`config.mk`:
```
export PLATFORM = sky130hd
export DESIGN_NAME = bdr_ctrl
export DESIGN_NICKNAME = d
export VERILOG_FILES = /design/src/bdr_pkg.sv /design/src/bdr_ctrl.sv
export VERILOG_INCLUDE_DIRS = /design/src /design/src/src
export SDC_FILE = /design/constraint.sdc
export NUM_CORES = 1
export LEC_CHECK = 0
export BUFFER_PORTS_ARGS = -buffer_cell sky130_fd_sc_hd__buf_2
export CAP_MARGIN = 25
export CORE_MARGIN = 10
export CORE_UTILIZATION = 50
export DETAILED_ROUTE_END_ITERATION = 8
export PLACE_DENSITY = 0.81
export SYNTH_ARGS = -nofsm -noshare
export SYNTH_HDL_FRONTEND = slang
export SYNTH_SLANG_ARGS = --single-unit
```
`constraint.sdc`:
```
create_clock -name SYS_CLK -period 2.8 [get_ports SYS_CLK]
set_input_delay 0.28 -clock SYS_CLK [delete_from_list [all_inputs] [get_ports SYS_CLK]]
set_output_delay 0.28 -clock SYS_CLK [all_outputs]
set_load 0.01 [all_outputs]
```
`src/bdr_params.svh`:
```
// constants for the burst dram controller with cas-before-ras refresh
// assumes a single 100 MHz clock and an external row/column address mux
// Function
// - refresh timer raises a refresh request whenever a refresh is due
// - in idle, refresh is served before a waiting access
// - pending-access flag sets when address strobe and dram select coincide
// - pending-access flag clears when last-transfer is asserted
// - access arriving during refresh or precharge is held until idle
// - idle with no refresh starts access on strobe+select or pending flag
// - idle with refresh request enters the refresh sequence
// - access: ras one cycle, column select one cycle, then strobes from byte enables
// - first strobe cycle: ready at once for write, held off for read
// - unfinished write drops strobes one cycle; last write goes to precharge
// - read: ready cycle with strobes held; loop back or precharge after last
// - precharge lasts two cycles with ras, strobes and ready off, then idle
// - refresh asserts strobes first, then ras; write strobe and ready stay off
// - refresh holds both strobes two more cycles, then two-cycle precharge
// - state counts sized for 80 ns static-column dram at a 100 MHz bus
// - refresh runs autonomously on the dram's internal row counter
`ifndef BDR_PARAMS_SVH
`define BDR_PARAMS_SVH

`define BDR_CLK_PERIOD_NS     10
`define BDR_REFRESH_NS        15000
`define BDR_REFRESH_CYCLES    (`BDR_REFRESH_NS / `BDR_CLK_PERIOD_NS)
`define BDR_REF_CNT_W         11
`define BDR_REF_CNT_ZERO      11'h000
`define BDR_BE_W              4
`define BDR_STROBES_OFF       4'h0
`define BDR_STROBES_ALL       4'hf

`endif

```
`src/bdr_pkg.sv`:
```
// types for the burst dram controller
// assumes bdr_params.svh is on the include path
package bdr_pkg;
  typedef enum logic [3:0] {
    BDR_IDLE     = 4'b0000,
    BDR_ROW      = 4'b0001,
    BDR_COL_SEL  = 4'b0010,
    BDR_STROBE   = 4'b0011,
    BDR_RD_READY = 4'b0100,
    BDR_PRE1     = 4'b0101,
    BDR_PRE2     = 4'b0110,
    BDR_REF_CAS  = 4'b0111,
    BDR_REF_RAS  = 4'b1000,
    BDR_REF_HOLD1= 4'b1001,
    BDR_REF_HOLD2= 4'b1010
  } bdr_state_t;
endpackage

```
`src/bdr_ctrl.sv`:
```
// burst static-column dram controller with cas-before-ras refresh
// assumes bus inputs arrive from the processor bus on the same clock
`include "bdr_params.svh"
module bdr_ctrl (
  input  wire logic                  SYS_CLK,
  input  wire logic                  RST,
  input  wire logic                  ADDRESS_STROBE,
  input  wire logic                  DRAM_SELECT,
  input  wire logic                  LAST_TRANSFER,
  input  wire logic                  WRITE_NOT_READ,
  input  wire logic [`BDR_BE_W-1:0]  BYTE_ENABLES,
  output logic                       ROW_STROBE,
  output logic [`BDR_BE_W-1:0]       COLUMN_STROBES,
  output logic                       COL_ADDR_SEL,
  output logic                       WRITE_STROBE,
  output logic                       READY,
  output logic                       REFRESH_REQ
);
  import bdr_pkg::*;

  // ----------------------------------------
  // state and registers
  // ----------------------------------------
  bdr_state_t                 state_reg;
  bdr_state_t                 state_next;
  logic                       access_pending_reg;
  logic [`BDR_REF_CNT_W-1:0]  ref_cnt_reg;
  logic                       ref_req_reg;

  wire new_access   = ADDRESS_STROBE && DRAM_SELECT;
  wire ref_enter    = (state_reg == BDR_IDLE) && ref_req_reg;
  wire ref_expire   = (ref_cnt_reg == `BDR_REF_CNT_ZERO);

  // the expiry cycle is one of the interval, hence the reload of one less
  wire [`BDR_REF_CNT_W-1:0] ref_reload   = `BDR_REF_CNT_W'(`BDR_REFRESH_CYCLES - 1);
  wire [`BDR_REF_CNT_W-1:0] ref_cnt_next = ref_expire ? ref_reload : ref_cnt_reg - 1'b1;

  // ----------------------------------------
  // transition conditions
  // ----------------------------------------
  // the raw strobe is looked at too, so a request met in idle costs no cycle
  wire start_access = new_access || access_pending_reg;
  wire wr_more      = WRITE_NOT_READ && !LAST_TRANSFER;
  wire wr_done      = WRITE_NOT_READ && LAST_TRANSFER;

  // ----------------------------------------
  // refresh interval timer
  // ----------------------------------------
  always_ff @(posedge SYS_CLK or posedge RST) begin
    if (RST) begin
      ref_cnt_reg <= `BDR_REF_CNT_ZERO;
      ref_req_reg <= 1'b0;
    end else begin
      ref_cnt_reg <= ref_cnt_next;
      if (ref_expire)
        ref_req_reg <= 1'b1;
      else if (ref_enter)
        ref_req_reg <= 1'b0;
    end
  end

  // ----------------------------------------
  // latched access request
  // ----------------------------------------
  // a new strobe wins over a same-cycle last-transfer clear
  always_ff @(posedge SYS_CLK or posedge RST) begin
    if (RST)
      access_pending_reg <= 1'b0;
    else if (new_access)
      access_pending_reg <= 1'b1;
    else if (LAST_TRANSFER)
      access_pending_reg <= 1'b0;
  end

  // ----------------------------------------
  // next state
  // ----------------------------------------
  always_comb begin
    state_next = state_reg;
    case (state_reg)
      BDR_IDLE: begin
        if (ref_req_reg)
          state_next = BDR_REF_CAS;
        else if (start_access)
          state_next = BDR_ROW;
        else
          state_next = BDR_IDLE;
      end
      BDR_ROW: begin
        state_next = BDR_COL_SEL;
      end
      BDR_COL_SEL: begin
        state_next = BDR_STROBE;
      end
      BDR_STROBE: begin
        if (wr_more)
          state_next = BDR_COL_SEL;
        else if (wr_done)
          state_next = BDR_PRE1;
        else
          state_next = BDR_RD_READY;
      end
      BDR_RD_READY: begin
        if (LAST_TRANSFER)
          state_next = BDR_PRE1;
        else
          state_next = BDR_STROBE;
      end
      BDR_PRE1: begin
        state_next = BDR_PRE2;
      end
      BDR_PRE2: begin
        state_next = BDR_IDLE;
      end
      BDR_REF_CAS: begin
        state_next = BDR_REF_RAS;
      end
      BDR_REF_RAS: begin
        state_next = BDR_REF_HOLD1;
      end
      BDR_REF_HOLD1: begin
        state_next = BDR_REF_HOLD2;
      end
      BDR_REF_HOLD2: begin
        state_next = BDR_PRE1;
      end
      default: begin
        state_next = BDR_IDLE;
      end
    endcase
  end

  // ----------------------------------------
  // output table, one row per state or group of states
  // ----------------------------------------
  // state        ras  cas   col  ready   write strobe
  // idle         0    0     0    0       w/r
  // row          1    0     0    0       w/r
  // col_sel      1    0     1    0       w/r
  // strobe       1    be    1    write   w/r
  // rd_ready     1    be    1    1       w/r
  // pre1, pre2   0    0     0    0       0
  // ref_cas      0    all   0    0       0
  // ref_ras..    1    all   0    0       0
  // outputs are decoded from the next state and then registered, so each
  // output is a flip-flop and moves on the same edge as the state

  // ----------------------------------------
  // next-state decode
  // ----------------------------------------
  wire nx_row       = (state_next == BDR_ROW);
  wire nx_col_sel   = (state_next == BDR_COL_SEL);
  wire nx_strobe    = (state_next == BDR_STROBE);
  wire nx_rd_ready  = (state_next == BDR_RD_READY);
  wire nx_pre1      = (state_next == BDR_PRE1);
  wire nx_pre2      = (state_next == BDR_PRE2);
  wire nx_ref_cas   = (state_next == BDR_REF_CAS);
  wire nx_ref_ras   = (state_next == BDR_REF_RAS);
  wire nx_ref_hold1 = (state_next == BDR_REF_HOLD1);
  wire nx_ref_hold2 = (state_next == BDR_REF_HOLD2);

  wire in_access    = nx_row || nx_col_sel || nx_strobe || nx_rd_ready;
  wire in_refresh   = nx_ref_ras || nx_ref_hold1 || nx_ref_hold2;
  wire in_precharge = nx_pre1 || nx_pre2;
  wire in_strobe    = nx_strobe || nx_rd_ready;
  wire cas_all      = in_refresh || nx_ref_cas;
  wire ras_next     = in_access || in_refresh;
  wire col_next     = in_access && !nx_row;
  wire [`BDR_BE_W-1:0] cas_next = in_strobe ? BYTE_ENABLES :
                                  (cas_all ? `BDR_STROBES_ALL : `BDR_STROBES_OFF);
  wire rdy_next     = (nx_strobe && WRITE_NOT_READ) || nx_rd_ready;
  wire pre_or_ref   = cas_all || in_precharge;
  wire we_next      = pre_or_ref ? 1'b0 : WRITE_NOT_READ;

  // ----------------------------------------
  // state register
  // ----------------------------------------
  always_ff @(posedge SYS_CLK or posedge RST) begin
    if (RST)
      state_reg <= BDR_IDLE;
    else
      state_reg <= state_next;
  end

  // ----------------------------------------
  // dram strobes and address mux
  // ----------------------------------------
  always_ff @(posedge SYS_CLK or posedge RST) begin
    if (RST) begin
      ROW_STROBE     <= 1'b0;
      COLUMN_STROBES <= `BDR_STROBES_OFF;
      COL_ADDR_SEL   <= 1'b0;
    end else begin
      ROW_STROBE     <= ras_next;
      COLUMN_STROBES <= cas_next;
      COL_ADDR_SEL   <= col_next;
    end
  end

  // ----------------------------------------
  // bus handshake and write strobe
  // ----------------------------------------
  always_ff @(posedge SYS_CLK or posedge RST) begin
    if (RST) begin
      WRITE_STROBE <= 1'b0;
      READY        <= 1'b0;
    end else begin
      WRITE_STROBE <= we_next;
      READY        <= rdy_next;
    end
  end

  // ----------------------------------------
  // status
  // ----------------------------------------
  // the request level is the timer flop itself, so it needs no extra stage
  assign REFRESH_REQ = ref_req_reg;

endmodule // bdr_ctrl

```
* After elaboration in Yosys (flattened, before gate mapping)
Cells that the tools add are included.
** Word-level totals
- Word-level logic and storage cells :: 67
- Output and inout bits :: 9
- Bits of input ports :: 10
- Register bits after elaboration :: 25
** Operators by class
- Mux-type cells :: 14
- Eq/ne operators :: 19
- Reductions and logical operators :: 24
- Add/sub/neg operators :: 1
** Operator list (number)
- case mux 4 bit (10 select lines) :: 1
- equality test 4 x 3 -> 1 bit (second input constant) :: 7
- equality test 4 bit (second input constant) :: 6
- equality test 4 x 2 -> 1 bit (second input constant) :: 4
- logical OR 1 bit :: 12
- logical NOT 11 bit :: 1
- two-way mux 11 bit :: 1
- subtractor 11 x 1 -> 11 bit (second input constant) :: 1
- two-way mux 3 bit :: 3
- equality test 4 x 1 -> 1 bit (second input constant) :: 2
- two-way mux 4 bit :: 2
- two-way mux 1 bit :: 7
- logical AND 1 bit :: 6
- logical NOT 4 bit :: 1
- nonzero test 2 bit :: 2
- logical NOT 1 bit :: 2

* Longest topological paths before layout
Gate-level depths: netlist of the first run.
- Depth after elaboration :: 11
- Mapped depth :: 8
- Gate-level depth less buffers :: 6

* Worst setup path before layout of the first run
OpenSTA, ideal clock, no wires.
- Path type :: register to register
- From :: register ref_cnt_reg[0]
- To :: register ref_cnt_reg[3]
- Required time :: 2.730 ns
- Setup time :: 0.070 ns
- Path buffers :: 1
- Setup slack :: 0.999 ns
- Clock period less this slack :: 1.801 ns
- Arrival time :: 1.732 ns
- Cell stages (with the launch flop) :: 8
- Cells stage by stage :: dfrtp_1 > inv_1 > ha_1 > nand2_1 > or3_1 > clkbuf_1 > or4_1 > nand3_1
** Between the ends
- Longest elaborated chain between the ends :: 2
- Elaborated cells between the ends (all ways) :: 3
- Classes of those cells :: add/sub: 1; mux: 1; reduce/logical: 1
** Ends and longest elaborated chain
- start: declaration :: line bdr_ctrl.sv:27 : logic [`BDR_REF_CNT_W-1:0] ref_cnt_reg;
- start signal: assignment :: line bdr_ctrl.sv:51 : ref_cnt_reg <= `BDR_REF_CNT_ZERO;
- start signal: assignment :: line bdr_ctrl.sv:54 : ref_cnt_reg <= ref_cnt_next;
- subtractor 11 x 1 -> 11 bit or logical NOT 11 bit (tied branches)
- two-way mux 11 bit * :: line bdr_ctrl.sv:36 : wire [`BDR_REF_CNT_W-1:0] ref_cnt_next = ref_expire ? ref_reload : ref_cnt_reg - 1'b1;
- net ref_cnt_next[3] :: line bdr_ctrl.sv:36
The timed path passes the listed nets; every way through them passes the cells marked *.
A chain may end at the register's enable or synchronous reset.

* Final worst setup path of the first run
Ends and elaborated chain as after synthesis.

==> results of run 1 <==
-- through the flow --
stage          setup WS [ns]  cells  util [%]
2_1_floorplan         0.9988    114         -
3_3_place_gp          0.9776    153     57.12
3_5_place_dp          0.9243    153     57.12
4_1_cts               0.8898    157     58.33
5_1_grt               0.7773    157     58.33
6_report              0.9050    157     58.33
-- area by class of cell --
type / instances / area, um^2
multi-input cells: 74 / 519.2
well taps: 28 / 35.03
clock buffers: 3 / 22.52
flip-flops and latches: 25 / 625.6
inverters: 8 / 30.03
clock inverters: 1 / 5.005
repair buffers: 18 / 90.09
fillers: 190 / 948.4
-- synth_stat cells (4+ instances only) --
cell,n,area share (%)
sky130_fd_sc_hd__dfrtp_1,25,51
sky130_fd_sc_hd__inv_1,8,2.5
sky130_fd_sc_hd__nor2_1,8,2.5
sky130_fd_sc_hd__nand2_1,7,2.1
sky130_fd_sc_hd__a21o_1,6,3.7
sky130_fd_sc_hd__xnor2_1,5,3.6
sky130_fd_sc_hd__a41o_2,4,3.7
sky130_fd_sc_hd__o21ai_0,4,1.6
-- routing by layer --
| metal | part of all wire, % | GRT usage [%] | vias to the layer above | wire, um |
|---|---|---|---|---|
| met5 | 0 | 0 | - | 0 |
| met4 | 0.68 | 1.996 | 0 | 16 |
| met3 | 7.2 | 4.280 | 2 | 168 |
| met2 | 52 | 16.94 | 28 | 1218 |
| met1 | 40 | 10.85 | 426 | 937 |
| li1 | - | - | 430 | - |
-- power by group through the flow --
stage	sequential (mW)	combinational, mW	clock (mW)
after floorplan	0.487	0.505	0
after global placement	0.511	0.532	0
after detailed placement	0.516	0.546	0
after CTS	0.511	0.545	0.160
after global routing	0.526	0.596	0.176
final	0.512	0.542	0.153
-- kinds of logic (layout without fill, tap and decap cells) --
| family | after synthesis | after routing |
|---|---|---|
| fa+ha+maj | 1 | 1 |
| flops | 25 | 25 |
| buf+inv | 15 | 30 |
| compound gates | 27 | 27 |
| simple gates | 40 | 40 |
| xor+xnor | 6 | 6 |
-- path summary, 6_finish.rpt --
check | cells after the start | to | startpoint | slack, ns
max in group asynchronous | 2 | ref_cnt_reg[8] | RST | 2.12
hold / removal | 2 | COLUMN_STROBES[2] | RST | 0.14
setup reg to reg | 6 | ref_cnt_reg[3] | ref_cnt_reg[0] | 0.90
hold reg to reg | 1 | ref_cnt_reg[8] | ref_cnt_reg[8] | 0.47
setup / recovery | 6 | ref_cnt_reg[3] | ref_cnt_reg[0] | 0.90
min in group SYS_CLK | 2 | COLUMN_STROBES[0] | BYTE_ENABLES[0] | 0.18
-- worst max-delay path, delay by kind of cell (launching register included) --
family	cells	cell delay (ns)
buffers and inverters	1	0.07
and+or+nand+nor	4	1.17
DFF	1	0.43
adders and majority gates	1	0.17
==> impl_metrics.prom, run 1 <==
# TYPE chip_impl_metric gauge
chip_impl_metric{name="finalClockSkew",unit="ns"} 0.003837
chip_impl_info{name="hold_path.class",value="input pin to asynchronous set/reset pin"} 1
chip_impl_metric{name="placement_rows",unit=""} 17
chip_impl_metric{name="timing.final.setup_violations",unit=""} 0
chip_impl_metric{name="worst-endpoint-arrival",unit="ns"} 2.15
chip_impl_metric{name="placement.cell_area",unit="um^2"} 1300
chip_impl_metric{name="dp_hpwl",unit="mm"} 1.763
chip_impl_metric{name="global_route.usage.total",unit="%"} 9.823
chip_impl_metric{name="totalPowerFinal",unit="mW"} 1.208
chip_impl_metric{name="final_cell_area",unit="um^2"} 1328
chip_impl_metric{name="power.net_switching",unit="mW"} 0.4730
chip_impl_metric{name="port_buffers",unit=""} 18
chip_impl_metric{name="cts.sinks",unit=""} 25
chip_impl_metric{name="synth.net_count",unit=""} 125
chip_impl_info{name="worstSetupStartpointType",value="flop"} 1
chip_impl_metric{name="fraction_of_layout_instances_using_a_drive_strength_above_1",unit="%"} 23.26
chip_impl_info{name="mostFrequentLayoutCell",value="sky130_fd_sc_hd__dfrtp_1"} 1
chip_impl_info{name="grt_setup_unrepaired",value="no"} 1
chip_impl_metric{name="n_antenna_cell",unit=""} 0
chip_impl_info{name="synth_top_family_by_area",value="simple AND/OR/NAND/NOR gates"} 1
chip_impl_metric{name="cts_repair_resize_count",unit=""} 0
chip_impl_metric{name="power_switching_share",unit="%"} 39.17
chip_impl_info{name="status",value="complete, no violations"} 1
chip_impl_metric{name="setup_tns",unit="ns"} 0
chip_impl_metric{name="worst_ep_required_time",unit="ns"} 3.05
chip_impl_metric{name="synth_edf_count",unit=""} 0
chip_impl_metric{name="numCtsBuffers",unit=""} 3
chip_impl_info{name="tritoncts",value="done"} 1
chip_impl_metric{name="critPathMaxFanout",unit=""} 5
chip_impl_metric{name="synth-async-reset-ratio",unit="%"} 100.0
chip_impl_info{name="setup.worst_path.end_class",value="flop"} 1
chip_impl_metric{name="design.portCount",unit=""} 19
chip_impl_info{name="crit_path_top_delay_cell",value="sky130_fd_sc_hd__or4_1"} 1
chip_impl_metric{name="postCtsSetupRepairBufs",unit=""} 0
chip_impl_info{name="postSynth.topFlopCell",value="sky130_fd_sc_hd__dfrtp_1"} 1
chip_impl_metric{name="p_clk_share",unit="%"} 12.7
chip_impl_metric{name="max_freq",unit="GHz"} 0.5277
chip_impl_metric{name="hold_slack",unit="ns"} 0.1364
chip_impl_metric{name="drt_first_iter_violations",unit=""} 45
chip_impl_info{name="path_class",value="flop to flop"} 1
chip_impl_metric{name="routed_via_density",unit=""} 5.643
chip_impl_metric{name="grt_first_pass_wirelength",unit="mm"} 4.105
chip_impl_metric{name="leakage",unit="nW"} 0.6766
chip_impl_metric{name="internal_power",unit="mW"} 0.7345
chip_impl_metric{name="seqPwrFrac",unit="%"} 42.4
chip_impl_metric{name="tightestPinTransition",unit="ns"} 0.8925
chip_impl_metric{name="totalWireLength",unit="mm"} 2.341
chip_impl_metric{name="number_of_flip_flops_in_the_largest_register",unit=""} 11
chip_impl_metric{name="largest_vdd_supply_drop",unit="mV"} 0.5938
chip_impl_metric{name="yosys.area_share.simple",unit="%"} 19.53
chip_impl_info{name="final_cell_mix",value="sky130_fd_sc_hd__dfrtp_1, sky130_fd_sc_hd__buf_2, sky130_fd_sc_hd__inv_1, sky130_fd_sc_hd__nor2_1, sky130_fd_sc_hd__nand2_1"} 1
chip_impl_metric{name="largest_net_degree_at_the_start_of_global_routing",unit=""} 26
chip_impl_metric{name="core_area",unit="um^2"} 2276
chip_impl_metric{name="clock_latency",unit="ns"} 0.31
chip_impl_metric{name="netlist_area",unit="um^2"} 1224
chip_impl_metric{name="htree_num_levels",unit=""} 1
chip_impl_metric{name="effective_utilization_at_floorplan",unit="%"} 53.77
chip_impl_metric{name="synth-compound-area-share",unit="%"} 17.59
chip_impl_metric{name="timing.slew.headroom",unit="%"} 40.44
chip_impl_metric{name="syn-mean-instance-area",unit="um^2"} 10.73
chip_impl_metric{name="final_antenna_net_count",unit=""} 0
chip_impl_metric{name="hold_violations_final",unit=""} 0
chip_impl_metric{name="report.final.slew_viol_count",unit=""} 0
chip_impl_metric{name="die_width",unit="um"} 69.47
chip_impl_metric{name="netlist-cell-type-count",unit=""} 41
chip_impl_metric{name="period_share",unit="%"} 67.68
chip_impl_info{name="library_cell_used_as_clock_root_buffer",value="sky130_fd_sc_hd__clkbuf_4"} 1
chip_impl_metric{name="synth-adder-area-share",unit="%"} 1.022
chip_impl_metric{name="drt-wirelength-per-cell",unit="um"} 14.91
chip_impl_metric{name="clock_path_buffers",unit=""} 2
chip_impl_metric{name="gp_congestion",unit=""} 0.8875
chip_impl_metric{name="muxShareOfSynthArea",unit="%"} 0
chip_impl_metric{name="path_clk_slew",unit="ns"} 0.13
chip_impl_metric{name="remaining_drc_errors",unit=""} 0
chip_impl_metric{name="first_global_vias",unit=""} 907
chip_impl_metric{name="post_synth_inst_count",unit=""} 114
chip_impl_metric{name="synth-xor-area-share",unit="%"} 4.294
chip_impl_metric{name="grt_overflow",unit=""} 0
chip_impl_metric{name="drt_pass1_iterations",unit=""} 5
chip_impl_metric{name="maximum_cell_stage_delay_along_the_critical_path",unit="ns"} 0.59
chip_impl_metric{name="fp.dieArea",unit="um^2"} 4826
chip_impl_metric{name="ys_seq_area_share",unit="%"} 51.12
chip_impl_metric{name="final_nets",unit=""} 141
chip_impl_metric{name="synth-seq-cells",unit=""} 25
chip_impl_metric{name="ctsHoldBuffers",unit=""} 0
chip_impl_metric{name="floorplan_die_height",unit="um"} 69.47
chip_impl_metric{name="cap_violations",unit=""} 0
chip_impl_metric{name="route.vias.total",unit=""} 886
chip_impl_metric{name="area_growth",unit="%"} 8.486
chip_impl_metric{name="power_density_cells",unit="nW/um^2"} 909.6
chip_impl_metric{name="finalWorstPathRequiredPeriod",unit="ns"} 1.895
chip_impl_metric{name="ys.warnings.count",unit=""} 0
chip_impl_metric{name="combPwrFrac",unit="%"} 44.9
chip_impl_metric{name="number_of_antenna_violations_at_the_first_check_in_global_routing",unit=""} 0
chip_impl_info{name="cp_cell_sequence",value="inv_1 -> ha_1 -> nand2_1 -> or3_1 -> or4_1 -> nand3_1"} 1
Power figures use the tool's default switching activity.
==> inputs of run 2 (changes only) <==
clock period = 1.8 ns   (was 2.8 ns; I/O delays follow)
==> impl_metrics.prom, run 2 (synthesis results as in run 1) <==
# TYPE chip_impl_metric gauge
chip_impl_metric{name="number_of_antenna_violations_at_the_first_check_in_global_routing",unit=""} 0
chip_impl_metric{name="final.fill_count",unit=""} 167
chip_impl_metric{name="combPwrFrac",unit="%"} 50.4
chip_impl_metric{name="timing.slew.headroom",unit="%"} 76.90
chip_impl_metric{name="final_nets",unit=""} 153
chip_impl_metric{name="critPathMaxFanout",unit=""} 6
chip_impl_metric{name="route.vias.total",unit=""} 934
chip_impl_info{name="path_class",value="flop to flop"} 1
chip_impl_metric{name="largest_vdd_supply_drop",unit="mV"} 1.249
chip_impl_metric{name="grt_first_pass_wirelength",unit="mm"} 4.291
chip_impl_metric{name="cts.sinks",unit=""} 25
chip_impl_metric{name="fraction_of_layout_instances_using_a_drive_strength_above_1",unit="%"} 41.84
chip_impl_info{name="worstSetupStartpointType",value="flop"} 1
chip_impl_metric{name="area_growth",unit="%"} 22.19
chip_impl_metric{name="effective_utilization_at_floorplan",unit="%"} 53.77
chip_impl_metric{name="worst-endpoint-arrival",unit="ns"} 1.99
chip_impl_metric{name="floorplan_die_height",unit="um"} 69.47
chip_impl_metric{name="hold_slack",unit="ns"} 0.08456
chip_impl_info{name="status",value="complete, no violations"} 1
chip_impl_info{name="tritoncts",value="done"} 1
chip_impl_info{name="grt_setup_unrepaired",value="yes"} 1
chip_impl_metric{name="final_antenna_net_count",unit=""} 0
chip_impl_metric{name="clock_path_buffers",unit=""} 2
chip_impl_metric{name="fp.dieArea",unit="um^2"} 4826
chip_impl_metric{name="global_route.usage.total",unit="%"} 10.50
chip_impl_metric{name="drt_first_iter_violations",unit=""} 24
chip_impl_info{name="final_cell_mix",value="sky130_fd_sc_hd__dfrtp_1, sky130_fd_sc_hd__buf_2, sky130_fd_sc_hd__buf_4, sky130_fd_sc_hd__inv_1"} 1
chip_impl_info{name="mostFrequentLayoutCell",value="sky130_fd_sc_hd__dfrtp_1"} 1
chip_impl_metric{name="first_global_vias",unit=""} 970
chip_impl_metric{name="largest_net_degree_at_the_start_of_global_routing",unit=""} 26
chip_impl_metric{name="drt_pass1_iterations",unit=""} 4
chip_impl_info{name="cp_cell_sequence",value="or3b_1 -> a21o_1 -> and2_4 -> buf_4 -> a41o_2 -> a21o_1"} 1
chip_impl_metric{name="number_of_flip_flops_in_the_largest_register",unit=""} 11
chip_impl_metric{name="report.final.slew_viol_count",unit=""} 0
chip_impl_metric{name="cap_violations",unit=""} 0
chip_impl_metric{name="routed_via_density",unit=""} 5.527
chip_impl_metric{name="hold_violations_final",unit=""} 0
chip_impl_metric{name="finalClockSkew",unit="ns"} 0.01009
chip_impl_metric{name="seqPwrFrac",unit="%"} 37.8
chip_impl_metric{name="p_clk_share",unit="%"} 11.9
chip_impl_metric{name="clock_latency",unit="ns"} 0.31
chip_impl_metric{name="grt_overflow",unit=""} 0
chip_impl_info{name="hold_path.class",value="input pin to flop"} 1
chip_impl_metric{name="maximum_cell_stage_delay_along_the_critical_path",unit="ns"} 0.47
chip_impl_metric{name="tightestPinTransition",unit="ns"} 0.3440
chip_impl_metric{name="port_buffers",unit=""} 18
chip_impl_metric{name="core_area",unit="um^2"} 2276
chip_impl_metric{name="totalWireLength",unit="mm"} 2.590
chip_impl_metric{name="numCtsBuffers",unit=""} 3
chip_impl_metric{name="path_clk_slew",unit="ns"} 0.13
chip_impl_metric{name="internal_power",unit="mW"} 1.267
chip_impl_info{name="library_cell_used_as_clock_root_buffer",value="sky130_fd_sc_hd__clkbuf_4"} 1
chip_impl_metric{name="worst_ep_required_time",unit="ns"} 2.01
chip_impl_metric{name="finalWorstPathRequiredPeriod",unit="ns"} 1.784
chip_impl_metric{name="power_switching_share",unit="%"} 37.87
chip_impl_metric{name="htree_num_levels",unit=""} 1
chip_impl_metric{name="max_freq",unit="GHz"} 0.5605
chip_impl_metric{name="power.net_switching",unit="mW"} 0.7725
chip_impl_info{name="crit_path_top_delay_cell",value="sky130_fd_sc_hd__dfrtp_2"} 1
chip_impl_info{name="worst_path_most_repeated_cell",value="sky130_fd_sc_hd__a21o_1"} 1
chip_impl_metric{name="dp_hpwl",unit="mm"} 1.894
chip_impl_info{name="setup.worst_path.end_class",value="flop"} 1
chip_impl_metric{name="period_share",unit="%"} 99.11
chip_impl_metric{name="gp_congestion",unit=""} 0.8633
chip_impl_metric{name="die_width",unit="um"} 69.47
chip_impl_metric{name="timing.final.setup_violations",unit=""} 0
chip_impl_metric{name="design.portCount",unit=""} 19
chip_impl_metric{name="power_density_cells",unit="nW/um^2"} 1364
chip_impl_metric{name="crit_path_buf_inv_count",unit=""} 1
chip_impl_metric{name="remaining_drc_errors",unit=""} 0
chip_impl_metric{name="placement_rows",unit=""} 17
chip_impl_metric{name="leakage",unit="nW"} 0.7422
chip_impl_info{name="cp_top_delay_family",value="simple AND/OR/NAND/NOR gates"} 1
chip_impl_metric{name="n_antenna_cell",unit=""} 0
chip_impl_metric{name="drt-wirelength-per-cell",unit="um"} 15.33
chip_impl_metric{name="setup_tns",unit="ns"} 0
## run 2: cell count changes in the layout (fill, tap and decap cells not counted), moves of 2 or more
cell / delta
sky130_fd_sc_hd__buf_4: +11
sky130_fd_sc_hd__dfrtp_1: -3
sky130_fd_sc_hd__dfrtp_2: +3
sky130_fd_sc_hd__nand2_1: -4
sky130_fd_sc_hd__nand2_2: +4
sky130_fd_sc_hd__nor2_1: -2
sky130_fd_sc_hd__or3_1: -2
sky130_fd_sc_hd__or3_4: +2
sky130_fd_sc_hd__or4_1: -2
sky130_fd_sc_hd__or4_4: +2
## run 2: metal layers
| layer | track usage (%) | part of all wire, % | wire length, um |
|---|---|---|---|
| met4 | 4.213 | 0.39 | 10 |
| met2 | 19.66 | 55 | 1423 |
| met3 | 3.852 | 5.5 | 143 |
| met5 | 0 | 0 | 0 |
| met1 | 9.975 | 39 | 1011 |
## run 2: power by group through the flow
stage | combinational (mW) | clock, mW | sequential, mW
floorplan | 0.786 | 0 | 0.757
global placement | 0.896 | 0 | 0.769
detailed placement | 0.920 | 0 | 0.778
CTS | 0.926 | 0.247 | 0.768
global route | 1.12 | 0.272 | 0.784
finish | 1.03 | 0.242 | 0.771
## run 2: per-stage QoR
stage / total power [mW] / instance area [um^2] / std cells / worst slack (ns) / util (%)
floorplan: 1.544 / 1227 / 114 / 0.01902 / -
detailed placement: 1.698 / 1349 / 159 / -0.009767 / 59.26
CTS: 1.941 / 1419 / 165 / 0.003977 / 62.34
finish: 2.040 / 1495 / 169 / 0.01602 / 65.70
global placement: 1.664 / 1349 / 159 / 0.04186 / 59.26
global route: 2.180 / 1495 / 169 / -0.04766 / 65.70
## run 2: path summary, 6_finish.rpt
path	end	from	slack (ns)	depth (start not counted)
setup / recovery	COLUMN_STROBES[3]	state_reg[1]	0.02	6
hold / removal	COLUMN_STROBES[1]	BYTE_ENABLES[1]	0.08	2
setup reg to reg	COLUMN_STROBES[3]	state_reg[1]	0.02	6
hold reg to reg	ref_cnt_reg[8]	ref_cnt_reg[8]	0.47	1
max in group asynchronous	state_reg[2]	RST	1.11	4
min in group asynchronous	state_reg[1]	RST	0.44	4
## run 2: what timing repair did
item / CTS / global route
resized for setup: 8 / 13
endpoints found under the hold margin: 25 / 0
hold buffers: 1 / 0
pin swaps: 3 / 5
setup buffers: 1 / 4
endpoints found under the setup margin: 11 / 14
## run 2: final cells by class
type | instances | area [um^2] | area share [%]
multi-input combinational | 74 | 591.8 | 39.58
inverter | 8 | 30.03 | 2.008
sequential | 25 | 629.4 | 42.09
timing repair buffer | 30 | 182.7 | 12.22
tap | 28 | 35.03 | 2.343
clock buffer | 4 | 26.28 | 1.757
==> inputs of run 3 (changes only) <==
ABC_AREA = 1   (was default)
CORE_ASPECT_RATIO = 0.5   (was default)
PLACE_DENSITY = 0.8   (was 0.81)
==> impl_metrics.prom, run 3 <==
# TYPE chip_impl_metric gauge
chip_impl_info{name="grt_setup_unrepaired",value="no"} 1
chip_impl_metric{name="numCtsBuffers",unit=""} 3
chip_impl_metric{name="gp_congestion",unit=""} 0.7940
chip_impl_metric{name="drt-wirelength-per-cell",unit="um"} 11.84
chip_impl_info{name="post-synth-top-count-cell",value="sky130_fd_sc_hd__nand2_1"} 1
chip_impl_metric{name="worst_hold_path.num_cells",unit=""} 3
chip_impl_metric{name="critPathMaxFanout",unit=""} 7
chip_impl_metric{name="hold_violations_final",unit=""} 0
chip_impl_info{name="mostFrequentLayoutCell",value="sky130_fd_sc_hd__nand2_1"} 1
chip_impl_metric{name="syn-mean-instance-area",unit="um^2"} 8.528
chip_impl_metric{name="period_share",unit="%"} 87.41
chip_impl_metric{name="totalPowerFinal",unit="mW"} 2.175
chip_impl_metric{name="cts_repair_resize_count",unit=""} 0
chip_impl_metric{name="synth.net_count",unit=""} 163
chip_impl_metric{name="fraction_of_layout_instances_using_a_drive_strength_above_1",unit="%"} 28.41
chip_impl_metric{name="finalClockSkew",unit="ns"} 0.003298
chip_impl_metric{name="remaining_drc_errors",unit=""} 0
chip_impl_info{name="setup.worst_path.end_class",value="flop"} 1
chip_impl_metric{name="largest_net_degree_at_the_start_of_global_routing",unit=""} 26
chip_impl_metric{name="route.vias.total",unit=""} 987
chip_impl_metric{name="grt_overflow",unit=""} 0
chip_impl_metric{name="cp.depth",unit=""} 7
chip_impl_info{name="library_cell_used_as_clock_root_buffer",value="sky130_fd_sc_hd__clkbuf_8"} 1
chip_impl_metric{name="netlist-cell-type-count",unit=""} 27
chip_impl_metric{name="post_synth_inst_count",unit=""} 152
chip_impl_metric{name="largest_vdd_supply_drop",unit="mV"} 0.8301
chip_impl_info{name="worstSetupStartpointType",value="flop"} 1
chip_impl_metric{name="crit_path_buf_inv_count",unit=""} 1
chip_impl_metric{name="placement_rows",unit=""} 12
chip_impl_info{name="crit_path_top_delay_cell",value="sky130_fd_sc_hd__dfrtp_1"} 1
chip_impl_metric{name="path_clk_slew",unit="ns"} 0.09
chip_impl_metric{name="dp_hpwl",unit="mm"} 1.986
chip_impl_metric{name="worst-endpoint-arrival",unit="ns"} 1.74
chip_impl_info{name="tritoncts",value="done"} 1
chip_impl_metric{name="power_density_cells",unit="nW/um^2"} 1456
chip_impl_metric{name="die_width",unit="um"} 92.01
chip_impl_metric{name="drt_first_iter_violations",unit=""} 43
chip_impl_info{name="top_area_cells_in_the_synthesized_netlist",value="sky130_fd_sc_hd__dfrtp_1, sky130_fd_sc_hd__nand2_1, sky130_fd_sc_hd__inv_1"} 1
chip_impl_metric{name="area_growth",unit="%"} 15.25
chip_impl_metric{name="port_buffers",unit=""} 18
chip_impl_metric{name="ys_seq_area_share",unit="%"} 48.26
chip_impl_metric{name="netlist_area",unit="um^2"} 1296
chip_impl_info{name="worst_path_most_repeated_cell",value="sky130_fd_sc_hd__nand2_1"} 1
chip_impl_metric{name="finalWorstPathRequiredPeriod",unit="ns"} 1.573
chip_impl_info{name="hold_path.class",value="input pin to flop"} 1
chip_impl_metric{name="synth-async-reset-ratio",unit="%"} 100.0
chip_impl_metric{name="synth-seq-cells",unit=""} 25
chip_impl_metric{name="cap_violations",unit=""} 0
chip_impl_metric{name="synth_edf_count",unit=""} 0
chip_impl_metric{name="final_nets",unit=""} 188
chip_impl_metric{name="final_antenna_net_count",unit=""} 0
chip_impl_metric{name="maximum_cell_stage_delay_along_the_critical_path",unit="ns"} 0.40
chip_impl_metric{name="number_of_antenna_violations_at_the_first_check_in_global_routing",unit=""} 0
chip_impl_metric{name="fp.dieArea",unit="um^2"} 5153
chip_impl_metric{name="cts.sinks",unit=""} 25
chip_impl_metric{name="synth_top_cell_area_share",unit="%"} 48.26
chip_impl_metric{name="timing.slew.headroom",unit="%"} 78.74
chip_impl_metric{name="routed_via_density",unit=""} 4.678
chip_impl_metric{name="core_area",unit="um^2"} 2342
chip_impl_info{name="cp_cell_sequence",value="inv_1 -> ha_1 -> nand2_1 -> nor4_4 -> nand2_1 -> nand2_1 -> nor2_1"} 1
chip_impl_metric{name="timing.reg2reg.setup_slack",unit="ns"} 0.23
chip_impl_metric{name="effective_utilization_at_floorplan",unit="%"} 55.34
chip_impl_metric{name="totalWireLength",unit="mm"} 2.499
chip_impl_info{name="path_class",value="flop to flop"} 1
chip_impl_metric{name="design.portCount",unit=""} 19
chip_impl_info{name="postSynth.topFlopCell",value="sky130_fd_sc_hd__dfrtp_1"} 1
chip_impl_metric{name="first_global_vias",unit=""} 948
chip_impl_metric{name="grt_first_pass_wirelength",unit="mm"} 4.278
chip_impl_info{name="cell_taking_the_most_area_after_synthesis",value="sky130_fd_sc_hd__dfrtp_1"} 1
chip_impl_metric{name="n_antenna_cell",unit=""} 0
chip_impl_metric{name="report.final.slew_viol_count",unit=""} 0
chip_impl_metric{name="setup_tns",unit="ns"} 0
chip_impl_metric{name="floorplan_die_height",unit="um"} 56.01
chip_impl_metric{name="worst_ep_required_time",unit="ns"} 1.97
chip_impl_info{name="status",value="complete, no violations"} 1
chip_impl_metric{name="clock_path_buffers",unit=""} 2
chip_impl_metric{name="htree_num_levels",unit=""} 1
chip_impl_metric{name="tightestPinTransition",unit="ns"} 0.3165
chip_impl_metric{name="drt_pass1_iterations",unit=""} 4
chip_impl_info{name="cp_top_delay_family",value="simple AND/OR/NAND/NOR gates"} 1
chip_impl_metric{name="number_of_flip_flops_in_the_largest_register",unit=""} 11
chip_impl_metric{name="timing.final.setup_violations",unit=""} 0
chip_impl_metric{name="leakage",unit="nW"} 0.7916
chip_impl_metric{name="clock_latency",unit="ns"} 0.27
chip_impl_metric{name="reg2regPathDepth",unit=""} 7
chip_impl_metric{name="ys.warnings.count",unit=""} 0
chip_impl_metric{name="max_freq",unit="GHz"} 0.6356
chip_impl_info{name="final_cell_mix",value="sky130_fd_sc_hd__nand2_1, sky130_fd_sc_hd__dfrtp_1, sky130_fd_sc_hd__inv_1, sky130_fd_sc_hd__buf_2, sky130_fd_sc_hd__nor2_1"} 1
chip_impl_metric{name="global_route.usage.total",unit="%"} 10.09
chip_impl_info{name="synth.top_cells.by_count",value="sky130_fd_sc_hd__nand2_1, sky130_fd_sc_hd__dfrtp_1, sky130_fd_sc_hd__inv_1"} 1
## run 3: cell types whose count changed after synthesis, sizes merged, moves of 4 or more
| cell | before | now |
|---|---|---|
| nand3 | 2 | 12 |
| nor2 | 8 | 24 |
| inv | 8 | 26 |
| nand2 | 8 | 44 |
| buf | 6 | 0 |
| a41o | 4 | 0 |
| a21o | 6 | 0 |
| xnor2 | 5 | 1 |
## run 3: worst min-delay path, cell delays in order
cell and delay, ns:
sky130_fd_sc_hd__buf_2 0.07, sky130_fd_sc_hd__nand2_1 0.04, sky130_fd_sc_hd__nand2_1 0.04
## run 3: final cells by class
class	count	area, um^2
multi-input cells	101	573.1
clock buffers	3	41.29
fillers	198	848.3
repair buffers	20	107.6
well taps	35	43.79
clock inverters	1	5.005
flip-flops and latches	25	625.6
inverters	26	97.59
## run 3: worst paths after layout
| check | from | endpoint |
|---|---|---|
| setup / recovery | ref_cnt_reg[0] | ref_cnt_reg[9] |
| min in group asynchronous | RST | COLUMN_STROBES[0] |
| hold / removal | BYTE_ENABLES[3] | COLUMN_STROBES[3] |
| setup reg to reg | ref_cnt_reg[0] | ref_cnt_reg[9] |
| max in group asynchronous | RST | ref_cnt_reg[10] |
| hold reg to reg | ref_cnt_reg[0] | ref_cnt_reg[0] |
## run 3: cells by family after synthesis
kind of cell               count (synthesis)  synth area share, %
xor gates and xnor gates                   3                2.027
adders and majority gates                  1               0.9651
and+or+nand+nor                           86                36.29
buffers and inverters                     26                7.529
DFF                                       25                48.26
AOI/OAI and AO/OA                         11                4.923
## run 3: power breakdown
part           internal [mW]  total [mW]  switching, mW
combinational          0.372        1.07          0.702
sequential             0.694       0.771         0.0762
clock                  0.155       0.331          0.176
total                   1.22        2.18          0.954
## run 3: repair_timing
item	in CTS	in global routing
hold endpoints to repair	25	0
setup buffers	0	0
hold buffers	1	0
## run 3: routing by layer
metal	wire [um]	track usage, %	vias to the layer above
met5	0	0	-
met4	39	3.896	0
met3	83	3.087	4
met2	1297	17.96	17
met1	1078	10.94	454
li1	-	-	512
## run 3: per-stage QoR
| step | hold WS, ns | instance area (um^2) | std cells | util, % | setup WS [ns] |
|---|---|---|---|---|---|
| 5_1_grt | 0.1041 | 1494 | 211 | 63.78 | 0.09703 |
| 4_1_cts | 0.09601 | 1494 | 211 | 63.78 | 0.2151 |
| 6_report | 0.09931 | 1494 | 211 | 63.78 | 0.2267 |
| 3_3_place_gp | 0.2394 | 1438 | 206 | 61.38 | 0.2834 |
| 2_1_floorplan | 0.2073 | 1296 | 152 | - | 0.4400 |
| 3_5_place_dp | 0.2462 | 1438 | 206 | 61.38 | 0.2269 |
